## src/logic/parallel_port_pkg.sv

```systemverilog
package parallel_port_pkg;
  // register byte offsets
  localparam logic [7:0]  CTRL_OFS     = 8'h00;
  localparam logic [7:0]  READ_TARGET_ADDR_BITS_OFS    = 8'h04;
  localparam logic [7:0]  RDATA_OFS    = 8'h08;
  localparam logic [7:0]  SHDATA_OFS   = 8'h0C;
  // port control fields
  localparam int          START_BIT    = 0;
  localparam int          CSF_LO       = 6;
  localparam int          CSF_HI       = 7;
  localparam int          BUSY_BIT     = 8;
  localparam int          DUAL_BIT     = 17;
  localparam logic [31:0] CTRL_WMASK   = 32'h0002_00C0;
  localparam logic [31:0] BUSY_MASK    = 32'h0000_0100;
  localparam logic [31:0] ADDR_WMASK   = 32'h0000_FFFF;
  localparam logic [31:0] DATA_WMASK   = 32'h0000_FFFF;
  localparam logic [31:0] REG_RESET    = 32'h0000_0000;
  localparam logic [15:0] PAD_RESET    = 16'h0000;
  // select function encodings
  localparam logic [1:0]  CSF_ADDR     = 2'h0;
  localparam logic [1:0]  CSF_CS2      = 2'h1;
  localparam logic [1:0]  CSF_BOTH     = 2'h2;
  // read strobe timing
  localparam int          CLK_PERIOD_NS = 100;
  localparam int          STROBE_NS     = 300;
  localparam int          STROBE_CYC    = (STROBE_NS + CLK_PERIOD_NS - 1) / CLK_PERIOD_NS;
  localparam logic [1:0]  STROBE_LAST   = 2'(STROBE_CYC - 1);
  localparam logic [1:0]  CNT_ZERO      = 2'h0;
  localparam logic [1:0]  CNT_ONE       = 2'h1;

  typedef enum logic [1:0] {ST_IDLE, ST_STROBE, ST_CAPTURE} read_state_e;
endpackage : parallel_port_pkg

```

## src/logic/parallel_port_dual_buffer_read_regs.sv

```systemverilog
// Summary of operation
// RL1 - select function 10 or 01: read address bit 15 drives select two.
// RL2 - select function 00: read address bit 15 is target address bit 15.
// RL3 - select function 10: read address bit 14 drives select one.
// RL4 - select function 00 or 01: read address bit 14 is address bit 14.
// RL5 - read address bits 13 to 0 are writable and cleared at reset.
// RL6 - read address register is used only while dual buffering is enabled.
// RL7 - dual buffering: returned read data lands in the read input data register.
// RL8 - dual buffering off: returned read data lands in the shared data register.
// RL9 - select function chooses address bits or selects on the two top pads.
// RL10 - dual read drives pads from read address, then captures returned data.
//
// Design decisions made here: the placing of the registers and the Avalon-MM interface to the registers.
module parallel_port_dual_buffer_read_regs
  import parallel_port_pkg::*;
(
  input  wire logic        sys_clk_i,
  input  wire logic        sys_rst_i,
  input  wire logic [7:0]  address_i,
  input  wire logic        read_i,
  input  wire logic        write_i,
  input  wire logic [31:0] writedata_i,
  input  wire logic [3:0]  byteenable_i,
  output logic      [31:0] readdata_o,
  output logic             waitrequest_o,
  input  wire logic [15:0] shared_address_i,
  output logic      [15:0] port_address_pads_o,
  output logic             read_select_two_o,
  output logic             read_select_one_o,
  output logic             read_strobe_o,
  input  wire logic [15:0] read_returned_data_i
);

  function automatic logic [31:0] merge(input logic [31:0] old_v,
                                        input logic [31:0] wd,
                                        input logic [3:0]  be,
                                        input logic [31:0] mask);
    logic [31:0] r;
    r = old_v;
    for (int i = 0; i < 4; i++) begin
      if (be[i]) begin
        r[8*i +: 8] = wd[8*i +: 8];
      end
    end
    return r & mask;
  endfunction : merge

  logic        ack_q;
  logic [31:0] readdata_q;
  logic [31:0] port_control_reg_q;
  logic [31:0] read_target_address_q;
  logic [31:0] read_input_data_q;
  logic [31:0] shared_data_input_reg_q;
  logic [15:0] sync1_q;
  logic [15:0] sync2_q;
  logic [15:0] sync3_q;
  logic [15:0] pads_q;
  logic        sel_two_q;
  logic        sel_one_q;
  logic        strobe_q;
  logic [1:0]  cnt_q;
  logic [1:0]  cnt_d;
  read_state_e state_q;
  read_state_e state_d;

  // bus handshake: one wait cycle per access
  wire req     = read_i | write_i;
  wire wr_take = write_i & ack_q;
  assign waitrequest_o = req & ~ack_q;
  assign readdata_o    = readdata_q;

  // address decode
  wire hit_ctrl   = address_i == CTRL_OFS;
  wire hit_read_target_addr_bits  = address_i == READ_TARGET_ADDR_BITS_OFS;
  wire hit_rdata  = address_i == RDATA_OFS;
  wire hit_shdata = address_i == SHDATA_OFS;

  wire        dual_buffer_enable    = port_control_reg_q[DUAL_BIT];
  wire [1:0]  select_function_field = port_control_reg_q[CSF_HI:CSF_LO];
  wire        busy                  = state_q != ST_IDLE;
  wire        start_req = wr_take & hit_ctrl & byteenable_i[0] & writedata_i[START_BIT];
  wire        agree     = sync2_q == sync3_q;
  wire        capture   = (state_q == ST_CAPTURE) & agree;

  // address source and pad decode
  wire [15:0] src_addr = dual_buffer_enable ? read_target_address_q[15:0] : shared_address_i; // RL6
  wire        cs2_mode = (select_function_field == CSF_BOTH) |
                         (select_function_field == CSF_CS2);
  wire        cs1_mode = select_function_field == CSF_BOTH;
  wire        a15_mode = select_function_field == CSF_ADDR;
  wire        a14_mode = (select_function_field == CSF_ADDR) |
                         (select_function_field == CSF_CS2);
  wire        pad15    = a15_mode & src_addr[15]; // RL2 RL9
  wire        pad14    = a14_mode & src_addr[14]; // RL4 RL9
  wire [15:0] pads_d   = {pad15, pad14, src_addr[13:0]}; // RL5 RL10
  wire        sel_two_d = busy & cs2_mode & src_addr[15]; // RL1 RL9
  wire        sel_one_d = busy & cs1_mode & src_addr[14]; // RL3 RL9

  // register next values; hardware capture wins over a software write
  wire [31:0] ctrl_rd  = port_control_reg_q | (busy ? BUSY_MASK : REG_RESET);
  wire [31:0] ctrl_d   = (wr_take & hit_ctrl) ?
                         merge(port_control_reg_q, writedata_i, byteenable_i, CTRL_WMASK) :
                         port_control_reg_q;
  wire [31:0] read_target_addr_bits_d  = (wr_take & hit_read_target_addr_bits) ?
                         merge(read_target_address_q, writedata_i, byteenable_i, ADDR_WMASK) :
                         read_target_address_q; // RL5
  wire [31:0] rdata_d  = (capture & dual_buffer_enable) ? {16'h0000, sync3_q} : // RL7
                         (wr_take & hit_rdata) ?
                         merge(read_input_data_q, writedata_i, byteenable_i, DATA_WMASK) :
                         read_input_data_q;
  wire [31:0] shdata_d = (capture & ~dual_buffer_enable) ? {16'h0000, sync3_q} : // RL8
                         (wr_take & hit_shdata) ?
                         merge(shared_data_input_reg_q, writedata_i, byteenable_i, DATA_WMASK) :
                         shared_data_input_reg_q;
  wire [31:0] rd_mux   = hit_ctrl   ? ctrl_rd :
                         hit_read_target_addr_bits  ? read_target_address_q :
                         hit_rdata  ? read_input_data_q :
                         hit_shdata ? shared_data_input_reg_q : REG_RESET;

  // read transfer sequencer
  always_comb begin
    state_d = state_q;
    cnt_d   = cnt_q;
    case (state_q)
      ST_IDLE: begin
        cnt_d = CNT_ZERO;
        if (start_req) begin
          state_d = ST_STROBE; // RL10
        end
      end
      ST_STROBE: begin
        cnt_d = cnt_q + CNT_ONE;
        if (cnt_q == STROBE_LAST) begin
          state_d = ST_CAPTURE;
          cnt_d   = CNT_ZERO;
        end
      end
      ST_CAPTURE: begin
        if (agree) begin
          state_d = ST_IDLE; // RL10
        end
      end
      default: begin
        state_d = ST_IDLE;
        cnt_d   = CNT_ZERO;
      end
    endcase
  end

  always_ff @(posedge sys_clk_i) begin
    if (sys_rst_i) begin
      ack_q      <= 1'b0;
      readdata_q <= REG_RESET;
    end else begin
      ack_q      <= req & ~ack_q;
      readdata_q <= (req & ~ack_q) ? rd_mux : readdata_q;
    end
  end

  always_ff @(posedge sys_clk_i) begin
    if (sys_rst_i) begin
      port_control_reg_q      <= REG_RESET;
      read_target_address_q   <= REG_RESET;
      read_input_data_q       <= REG_RESET;
      shared_data_input_reg_q <= REG_RESET;
    end else begin
      port_control_reg_q      <= ctrl_d;
      read_target_address_q   <= read_target_addr_bits_d;
      read_input_data_q       <= rdata_d;
      shared_data_input_reg_q <= shdata_d;
    end
  end

  // returned data pin synchroniser
  always_ff @(posedge sys_clk_i) begin
    if (sys_rst_i) begin
      sync1_q <= PAD_RESET;
      sync2_q <= PAD_RESET;
      sync3_q <= PAD_RESET;
    end else begin
      sync1_q <= read_returned_data_i;
      sync2_q <= sync1_q;
      sync3_q <= sync2_q;
    end
  end

  always_ff @(posedge sys_clk_i) begin
    if (sys_rst_i) begin
      state_q   <= ST_IDLE;
      cnt_q     <= CNT_ZERO;
      pads_q    <= PAD_RESET;
      sel_two_q <= 1'b0;
      sel_one_q <= 1'b0;
      strobe_q  <= 1'b0;
    end else begin
      state_q   <= state_d;
      cnt_q     <= cnt_d;
      pads_q    <= pads_d;
      sel_two_q <= sel_two_d;
      sel_one_q <= sel_one_d;
      strobe_q  <= state_d == ST_STROBE;
    end
  end

  assign port_address_pads_o = pads_q;
  assign read_select_two_o   = sel_two_q;
  assign read_select_one_o   = sel_one_q;
  assign read_strobe_o       = strobe_q;
endmodule : parallel_port_dual_buffer_read_regs

```

## config.mk

```make
export PLATFORM = sky130hd
export DESIGN_NAME = parallel_port_dual_buffer_read_regs
export DESIGN_NICKNAME = d
export VERILOG_FILES = /design/src/logic/parallel_port_pkg.sv /design/src/logic/parallel_port_dual_buffer_read_regs.sv
export SDC_FILE = /design/constraint.sdc
export NUM_CORES = 1
export LEC_CHECK = 0
export BUFFER_PORTS_ARGS = -buffer_cell sky130_fd_sc_hd__buf_2
export CORE_MARGIN = 8
export CORE_UTILIZATION = 43
export DETAILED_ROUTE_END_ITERATION = 10
export PLACE_DENSITY = 0.66
export RECOVER_POWER = 100
export SKIP_LAST_GASP = 1
export SYNTH_ARGS = -nofsm -noshare
export SYNTH_HDL_FRONTEND = slang
export SYNTH_SLANG_ARGS = --single-unit
```

## constraint.sdc

```tcl
create_clock -name sys_clk_i -period 4.33 [get_ports sys_clk_i]
set_input_delay 0.6495 -clock sys_clk_i [delete_from_list [all_inputs] [get_ports sys_clk_i]]
set_output_delay 0.6495 -clock sys_clk_i [all_outputs]
set_load 0.1 [all_outputs]
```

==> results of run 1 <==
[cell families after synthesis]
| logic type | Yosys count |
|---|---|
| mux | 68 |
| fa+ha+maj | 3 |
| flops | 140 |
| compound gates | 113 |
| simple gates | 175 |
| buf+inv | 77 |
| other cells | 1 |
| xor+xnor | 16 |
[synth_stat cells (3+ instances only)]
master | instances | share of area, %
xnor2_1 | 16 | 2.4
nand2_1 | 33 | 2.1
clkbuf_1 | 33 | 2.1
buf_1 | 6 | 0.38
a22oi_1 | 3 | 0.38
buf_4 | 15 | 1.9
nand4_2 | 6 | 1.3
nand2b_1 | 14 | 1.5
nor2b_1 | 51 | 5.4
mux2i_1 | 65 | 11
a211o_1 | 16 | 2.4
a21bo_2 | 11 | 1.9
inv_1 | 20 | 1.3
nand4_1 | 6 | 0.63
o31ai_1 | 16 | 2.0
nor2_1 | 46 | 2.9
dfxtp_1 | 140 | 47
ha_1 | 3 | 0.63
a21oi_1 | 35 | 3.0
nor4b_1 | 3 | 0.44
a41o_1 | 16 | 2.7
o311ai_0 | 13 | 1.9
mux4_2 | 3 | 1.1
[per-stage QoR]
stage	util, %	power, mW	area, µm²	instances
final	51.35	3.084	7017	871
after global routing	51.35	3.203	7017	871
after CTS	51.98	3.118	7103	871
after detailed placement	47.51	1.637	6492	839
after global placement	47.51	1.632	6492	839
after floorplan	-	1.578	5977	607
[routing by layer]
layer | routed length, µm | up-vias
li1 | - | 2221
met1 | 6463 | 1999
met2 | 6073 | 133
met3 | 814 | 16
met4 | 187 | 0
met5 | 0 | -
[power breakdown]
group          switching, mW  internal (mW)
Clock                  0.557          0.923
Combinational          0.214         0.0652
Sequential           0.00994           1.32
Total                  0.781           2.30
[critical path: cells and delay by family]
kind	cells	cell delay (ns)
compound gates	2	0.45
buf+inv	1	0.10
simple gates	3	2.23
[flip-flops by register name, summed over array words and instances, names as in the netlist, 3 cells and up]
name	flops
sync3_q	16
sync2_q	16
port_address_pads_o	16
read_target_address_q	16
read_input_data_q	16
shared_data_input_reg_q	16
port_control_reg_q	3
readdata_o	17
sync1_q	16
[area by class of cell]
cell class | count | share of cell area (%)
clock buffer | 19 | 6.312
clock inverter | 13 | 2.389
inverter | 20 | 1.070
multi-input combinational | 390 | 39.82
sequential | 140 | 39.94
tap | 180 | 3.210
timing repair buffer | 109 | 7.257
[path summary, 6_finish.rpt]
kind                startpoint  slack [ns]                    end
setup / recovery  address_i[1]        1.20          readdata_o[9]
hold / removal      sync1_q[5]        0.44             sync2_q[5]
setup reg to reg    sync3_q[1]        1.23  read_input_data_q[13]
hold reg to reg     sync1_q[5]        0.44             sync2_q[5]
==> out/qor.csv, run 1 <==
metric,value,unit
outcome,"complete, but fails checks",
failed_checks,"capacitance limit, slew limit",
path_clk_slew,0.06,ns
port_buffers,100,
place.gp.congestion,0.8448,
fp.dieW,133.4,µm
synth-main-ff-cell,dfxtp_1,
met2_usage,24.07,%
r2r_cells,6,
first_pass_iters,5,
multi_input_area,0.002794,mm²
min_path_type,reg2reg,
holdPathStages,1,
synth_xor_area_share,2.365,%
antenna_found_initial,0,
fmax,0.3194,GHz
yosysWarnings,0,
synthSimpleGateAreaFrac,16.79,%
antennaDiodeCount,0,
nNetsFinal,761,
post_cts_buffers,0,
htree_levels,4,
wl_per_cell,15.54,µm
path_cells,clkbuf_1 > nor4_4 > nand2_1 > nor3_1 > a21bo_2 > a21oi_1,
grt_pass1_wl,22.40,mm
synth-seq-area-share,47.31,%
cp-end-kind,register,
power_per_cell_area,439.5,mW/mm²
cp-start-kind,input port,
critPathRequiredTime,4.64,ns
slowest_stage,nor3_1,
cts_resized,0,
critPathKind,in2reg,
first_global_vias,4357,
finalHoldViolCount,0,
crit_fanout,16,
cap_violations,1,
yosysUniqueCellTypes,40,
cts_root_buffer,clkbuf_16,
fp-row-count,43,
synth_area_per_cell,9.991,µm²
synth-edff-count,0,
synth_area,0.005924,mm²
drt_wl_total,13.54,mm
detail_route.vias_per_cell,5.016,
synthArstFlopShare,0,%
syn_inst,593,
pre_cts_ws,1.580,ns
grt.total_usage,15.45,%
finalSetupViolCount,0,
drtIter0Drc,336,
tns,0,ns
clk_latency,0.42,ns
route.antenna.remaining_nets,0,
hpwl,9.882,mm
clock_skew,0.007114,ns
grt_max_degree,100,
core_area,0.01367,mm²
muxShareOfSynthArea,12.12,%
use_met3,4.744,%
synth_top_family_by_area,simple AND/OR/NAND/NOR gates,
synth_compound_area_share,14.72,%
cts.path.max_buffers,2,
rsz0062_at_grt,no,
areaGrowthSynthToFinish,18.44,%
drive_above_1_share,17.51,%
ys_seq_elements,140,
synth_fa_ha_area_share,0.6336,%
worst_slew_pin_slew,1.899,ns
met1_usage,19.64,%
pin_count,132,
die_area,0.01779,mm²
fp.dieH,133.4,µm
initial_core_util,43.35,%
p_leak,2.975,nW
fin_crit,3.130,ns
vias,4369,
seqCellArea,0.002803,mm²
drv_slew,100,
final_cell_mix,"dfxtp_1 (140), mux2i_1 (65), buf_2 (61), nor2b_1 (51), nor2_1 (46)",
grt_overflow_total,0,
final_common_cell,dfxtp_1,
drc,0,
period_share,72.30,%
hold-worst-slack,0.4359,ns
ir_worst_vdd,0.2755,mV
ctsHoldBuffers,0,
n_fill_cell,1301,
setup_ws,1.200,ns
cts.sinks,140,
max_slew_margin,-26.60,%
gr-max-usage-layer,met2,
worstPathArrival,3.44,ns
cts_tree,done,
slowest_delay,1.08,ns
cts_made_buffers,17,
No activity file was read; power rests on OpenSTA's default activity.
==> run 2, diff against run 1 <==
--- a/config.mk
+++ b/config.mk
@@ -9,7 +9,7 @@
 export CORE_MARGIN = 8
 export CORE_UTILIZATION = 43
 export DETAILED_ROUTE_END_ITERATION = 10
-export PLACE_DENSITY = 0.66
+export PLACE_DENSITY = 0.68
 export RECOVER_POWER = 100
 export SKIP_LAST_GASP = 1
 export SYNTH_ARGS = -nofsm -noshare
==> constraint.sdc (replaced) <==
create_clock -name sys_clk_i -period 2.8 [get_ports sys_clk_i]
set_input_delay 0.42 -clock sys_clk_i [delete_from_list [all_inputs] [get_ports sys_clk_i]]
set_output_delay 0.42 -clock sys_clk_i [all_outputs]
set_load 0.1 [all_outputs]
==> run 2 against run 1 <==
The flow still finishes with violations (capacitance limit, slew limit). Global-route usage shrank 0.091 points. Worst hold slack worse by 0.22 ns. Die area unchanged. Combinational power grew 58%. Critical path type is now reg2out. Setup slack worse by 0.84 ns. Sequential share of layout area decreased by 0.11 points. First-iteration DRC count fell by 15%.
==> out/qor.csv, run 2 (synthesized netlist as in run 1, its figures left out) <==
metric,value,unit,change
outcome,"complete, but fails checks",,
failed_checks,"capacitance limit, slew limit",,
dpl.cell_count,843,,+0.48%
cts_root_buffer,clkbuf_16,,
path_cells,or2_0 > inv_1 > clkbuf_1,,
drv_slew,51,,-49%
core_area,0.01367,mm²,unchanged
fin_crit,2.438,ns,
crit_fanout,4,,-12
path_clk_slew,0.06,ns,about the same
design_area,0.007036,mm²,+0.27%
areaGrowthSynthToFinish,18.75,%,
grt.total_usage,15.36,%,-0.091 points
cp_num_buf_inv,2,,+1
p_comb_share,9.7,%,+0.7 points
fmax,0.4101,GHz,
cp-start-kind,register,,
slowest_delay,0.86,ns,-0.22 ns
first_pass_iters,5,,unchanged
final_common_cell,dfxtp_1,,
cts.sinks,140,,unchanged
clk_latency,0.41,ns,about the same
n_fill_cell,1263,,-2.9%
holdPathStages,2,,+1
pin_count,132,,unchanged
met2_usage,24.07,%,unchanged
post_cts_buffers,0,,unchanged
seqCellArea,0.002803,mm²,unchanged
cts_tree,done,,
die_area,0.01779,mm²,unchanged
finalHoldViolCount,0,,unchanged
use_met3,5.798,%,+1.1 points
ir_worst_vdd,0.4099,mV,+49%
dpl_cell_area,0.006535,mm²,+0.66%
power_frac_seq,45.0,%,+2.0 points
drt_wl_total,13.57,mm,+0.24%
r2r_cells,6,,unchanged
drtIter0Drc,287,,-15%
drc,0,,unchanged
fp.dieH,133.4,µm,unchanged
fp-row-count,43,,unchanged
first_global_vias,4477,,+2.8%
grt_overflow_total,0,,unchanged
cp-end-kind,output pin,,
rsz0062_at_grt,no,,
multi_input_area,0.002819,mm²,+0.90%
worstPathArrival,2.02,ns,-1.42 ns
hpwl,9.973,mm,+0.92%
grt_pass1_wl,22.43,mm,+0.15%
cts_resized,0,,unchanged
switching_power,1.195,mW,+53%
final_cell_mix,"dfxtp_1 (140), mux2i_1 (65), buf_2 (62), nor2b_1 (51), nor2_1 (46)",,
cap_violations,1,,unchanged
largest_reg_flops,17,,unchanged
route.antenna.remaining_nets,0,,unchanged
grt_max_degree,76,,-24%
period_share,87.09,%,
critPathRequiredTime,2.38,ns,-2.26 ns
critPathKind,reg2out,,
antenna_found_initial,0,,unchanged
cts_made_buffers,17,,unchanged
htree_levels,4,,unchanged
initial_core_util,43.35,%,unchanged
nNetsFinal,765,,+0.53%
tns,0,ns,unchanged
slowest_stage,clkbuf_1,,
drive_above_1_share,18.71,%,+1.2 points
setup_ws,0.3616,ns,-0.8380 ns
internal_power,3.364,mW,+46%
crit_family,buffers and inverters,,
switching_share,26.21,%,+0.90 points
wl_per_cell,15.51,µm,-0.21%
gr-max-usage-layer,met2,,
clock_skew,0.005665,ns,-0.001450 ns
finalNonFillerCells,875,,+0.46%
finalSetupViolCount,0,,unchanged
worst_slew_pin_slew,2.186,ns,+0.2869 ns
port_buffers,100,,unchanged
cts.path.max_buffers,2,,unchanged
fp.dieW,133.4,µm,unchanged
antennaDiodeCount,0,,unchanged
met1_usage,18.72,%,-0.92 points
power_per_cell_area,648.0,mW/mm²,+47%
min_path_type,in2reg,,
p_leak,3.006,nW,+1.0%
max_slew_margin,-45.72,%,-19 points
clkPwrFrac,45.4,%,-2.6 points
vias,4374,,+0.11%
place.gp.congestion,0.8204,,-2.9%
detail_route.vias_per_cell,4.999,,-0.34%
cp.depth,3,,-3
pre_cts_ws,0.5709,ns,-1.009 ns
ctsHoldBuffers,0,,unchanged
[run 2: cell types whose count changed in the layout (fill, tap and decap cells not counted), sizes merged]
cell	change
buf	+7
bufinv	-2
clkbuf	-3
clkinvlp	+1
inv	+1
[run 2: layout make-up]
type	instances	area share, %
repair buffers	113	7.967
clock inverters	13	1.707
well taps	180	3.201
flip-flops and latches	140	39.84
clock buffers	19	6.153
inverters	20	1.067
multi-input cells	390	40.07
[run 2: power by group through the flow]
stage | logic (mW) | clock network, mW | registers (mW)
floorplan | 0.259 | 0 | 2.18
global route | 0.472 | 2.19 | 2.05
finish | 0.441 | 2.07 | 2.05
global placement | 0.439 | 0 | 2.09
detailed placement | 0.444 | 0 | 2.09
CTS | 0.445 | 2.11 | 2.05
[run 2: worst paths after layout]
path / to / slack [ns] / start
max: waitrequest_o / 0.36 / ack_q
min reg2reg: sync2_q[6] / 0.44 / sync1_q[6]
min: sync1_q[7] / 0.21 / read_returned_data_i[7]
max reg2reg: read_input_data_q[4] / 0.47 / sync3_q[1]
[run 2: worst register-to-register path, delay by kind of cell (launching register included)]
| kind | cells | cell delay (ns) |
|---|---|---|
| and+or+nand+nor | 3 | 1.08 |
| buffers and inverters | 1 | 0.35 |
| AOI/OAI and AO/OA | 1 | 0.33 |
| DFF | 1 | 0.31 |
| xor gates and xnor gates | 1 | 0.18 |
[run 2: routing by layer]
layer | wire, µm | share of wire [%]
met1 | 6299 | 46
met2 | 6080 | 45
met3 | 942 | 6.9
met4 | 246 | 1.8
met5 | 0 | 0
[run 2: metrics by stage]
| step | total power [mW] | utilization (%) | hold WS [ns] |
|---|---|---|---|
| 2_1_floorplan | 2.440 | - | 0.4138 |
| 3_3_place_gp | 2.531 | 47.82 | 0.4300 |
| 3_5_place_dp | 2.538 | 47.82 | 0.4231 |
| 4_1_cts | 4.601 | 51.87 | 0.2010 |
| 5_1_grt | 4.718 | 51.48 | 0.2020 |
| 6_report | 4.559 | 51.48 | 0.2149 |
==> run 3, diff against run 2 <==
--- a/config.mk
+++ b/config.mk
@@ -9,7 +9,7 @@
 export CORE_MARGIN = 8
 export CORE_UTILIZATION = 43
 export DETAILED_ROUTE_END_ITERATION = 10
-export PLACE_DENSITY = 0.68
+export PLACE_DENSITY = 0.66
 export RECOVER_POWER = 100
 export SKIP_LAST_GASP = 1
 export SYNTH_ARGS = -nofsm -noshare
==> constraint.sdc (replaced) <==
create_clock -name sys_clk_i -period 2.45 [get_ports sys_clk_i]
set_input_delay 0.3675 -clock sys_clk_i [delete_from_list [all_inputs] [get_ports sys_clk_i]]
set_output_delay 0.3675 -clock sys_clk_i [all_outputs]
set_load 0.1 [all_outputs]
==> run 3 against run 2 <==
Core utilization increased by 0.11 points. Cell count increased by 0.34%. Global-route usage increased by 0.12 points. First-iteration DRC count decreased by 5.6%. The run now ends clean. Count of clock-buffer cells in the layout increased by 3. Critical path type is now reg2reg. Largest power group unchanged.
==> out/qor.csv, run 3 (synthesized netlist as in run 1, its figures left out) <==
metric,value,unit,change
drive_above_1_share,18.05,%,-0.65 points
fp.dieW,133.4,µm,unchanged
rsz0062_at_grt,no,,
nNetsFinal,768,,+0.39%
hold_start,read_returned_data_i[9],,
clock_skew,0.009258,ns,+0.003593 ns
period_share,86.64,%,
place.gp.congestion,0.8178,,-0.32%
dr_wl_met2,6.041,mm,-0.64%
vias,4330,,-1.0%
grt_max_degree,64,,-16%
detail_route.vias_per_cell,4.932,,-1.3%
final_cell_mix,"dfxtp_1 (140), mux2i_1 (65), buf_2 (62), nor2b_1 (51), nor2_1 (46)",,
route.antenna.remaining_nets,0,,unchanged
outcome,completed,,
slowest_delay,0.91,ns,+0.05 ns
fp.dieH,133.4,µm,unchanged
cts.path.max_buffers,2,,unchanged
wl_per_cell,15.43,µm,-0.53%
drc,0,,unchanged
reg2reg_from,port_control_reg_q[17],,
worst_slew_pin_slew,1.190,ns,-0.9960 ns
hpwl,10.07,mm,+0.94%
ctsHoldBuffers,0,,unchanged
fin_crit,2.123,ns,
drv_slew,0,,-100%
power_per_cell_area,756.6,mW/mm²,+17%
pin_count,132,,unchanged
fp-row-count,43,,unchanged
grt_overflow_total,0,,unchanged
cp-startpoint,port_control_reg_q[17],,
tns,0,ns,unchanged
initial_core_util,43.35,%,unchanged
antenna_found_initial,0,,unchanged
crit_family,flip-flops,,
areaGrowthSynthToFinish,19.01,%,
cts_made_buffers,17,,unchanged
wl_met3,797,µm,-15%
antennaDiodeCount,0,,unchanged
first_global_vias,4399,,-1.7%
cp-start-kind,register,,
cts.sinks,140,,unchanged
max_slew_margin,21.02,%,+67 points
drtIter0Drc,271,,-5.6%
min_path_type,in2reg,,
drt_wl_total,13.54,mm,-0.19%
hold-worst-slack,0.1636,ns,-0.05129 ns
cp_num_buf_inv,0,,-2
cts_root_buffer,clkbuf_16,,
port_buffers,100,,unchanged
path_clk_slew,0.06,ns,about the same
path_cells,nand3_1 > a21oi_1,,
cts_resized,0,,unchanged
critPathKind,reg2reg,,
htree_levels,4,,unchanged
critPathRequiredTime,2.78,ns,+0.40 ns
cap_violations,0,,-1
wl_met1,6.474,mm,+2.8%
slowest_stage,dfxtp_1,,
die_area,0.01779,mm²,unchanged
ir_worst_vdd,0.4569,mV,+11%
core_area,0.01367,mm²,unchanged
topRoutingLayerUsed,met4,,
worstPathArrival,2.45,ns,+0.43 ns
post_cts_buffers,0,,unchanged
cts_tree,done,,
crit_fanout,22,,+18
clk_latency,0.41,ns,about the same
grt.total_usage,15.48,%,+0.12 points
grt_pass1_wl,22.56,mm,+0.59%
p_leak,3.019,nW,+0.44%
first_pass_iters,4,,-1
final_common_cell,dfxtp_1,,
fmax,0.4711,GHz,
finalSetupViolCount,0,,unchanged
largest_reg_flops,17,,unchanged
finalHoldViolCount,0,,unchanged
cp-end-kind,register,,
-- run 3: cell count changes in the layout (fill, tap and decap cells not counted), moves of 2 or more --
cell and change:
buf_4 -2, clkbuf_1 +5, clkinvlp_4 -4, clkbuf_8 +2
inv_6 -2
-- run 3: final timing paths --
| path | end | slack, ns | depth (start not counted) |
|---|---|---|---|
| min reg2reg | sync2_q[7] | 0.43 | 1 |
| max reg2reg | read_input_data_q[8] | 0.33 | 2 |
| max | read_input_data_q[8] | 0.33 | 2 |
| min | sync1_q[9] | 0.16 | 2 |
-- run 3: metal layers --
| metal | up-vias | global-route usage [%] |
|---|---|---|
| met5 | - | 0 |
| met4 | 0 | 7.112 |
| met3 | 16 | 4.480 |
| met2 | 126 | 24.21 |
| met1 | 1949 | 19.28 |
| li1 | 2239 | - |
-- run 3: layout make-up --
| type | instances | area [µm²] |
|---|---|---|
| Tap cell | 180 | 225.2 |
| Clock inverter | 10 | 116.4 |
| Clock buffer | 22 | 464.2 |
| Multi-Input combinational cell | 390 | 2801 |
| Sequential cell | 140 | 2803 |
| Inverter | 20 | 75.07 |
| Fill cell | 1283 | 6615 |
| Timing Repair Buffer | 116 | 565.5 |
-- run 3: power by group --
group / switching (mW) / internal (mW)
registers: 0.0176 / 2.32
logic: 0.379 / 0.121
clock network: 0.941 / 1.55
-- run 3: worst register-to-register path, stage by stage, from the launching register on --
cell	delay, ns
dfxtp_1	0.91
nand3_1	0.80
a21oi_1	0.33
-- run 3: stage by stage --
| stage | power (mW) | setup slack, ns | util [%] | area [µm²] | cells |
|---|---|---|---|---|---|
| 2_1_floorplan | 2.789 | 0.5099 | - | 5977 | 607 |
| 3_3_place_gp | 2.896 | 0.4065 | 47.99 | 6558 | 846 |
| 3_5_place_dp | 2.903 | 0.3513 | 47.99 | 6558 | 846 |
| 4_1_cts | 5.384 | 0.3305 | 52.23 | 7138 | 878 |
| 5_1_grt | 5.513 | 0.08929 | 51.59 | 7051 | 878 |
| 6_report | 5.334 | 0.3274 | 51.59 | 7051 | 878 |
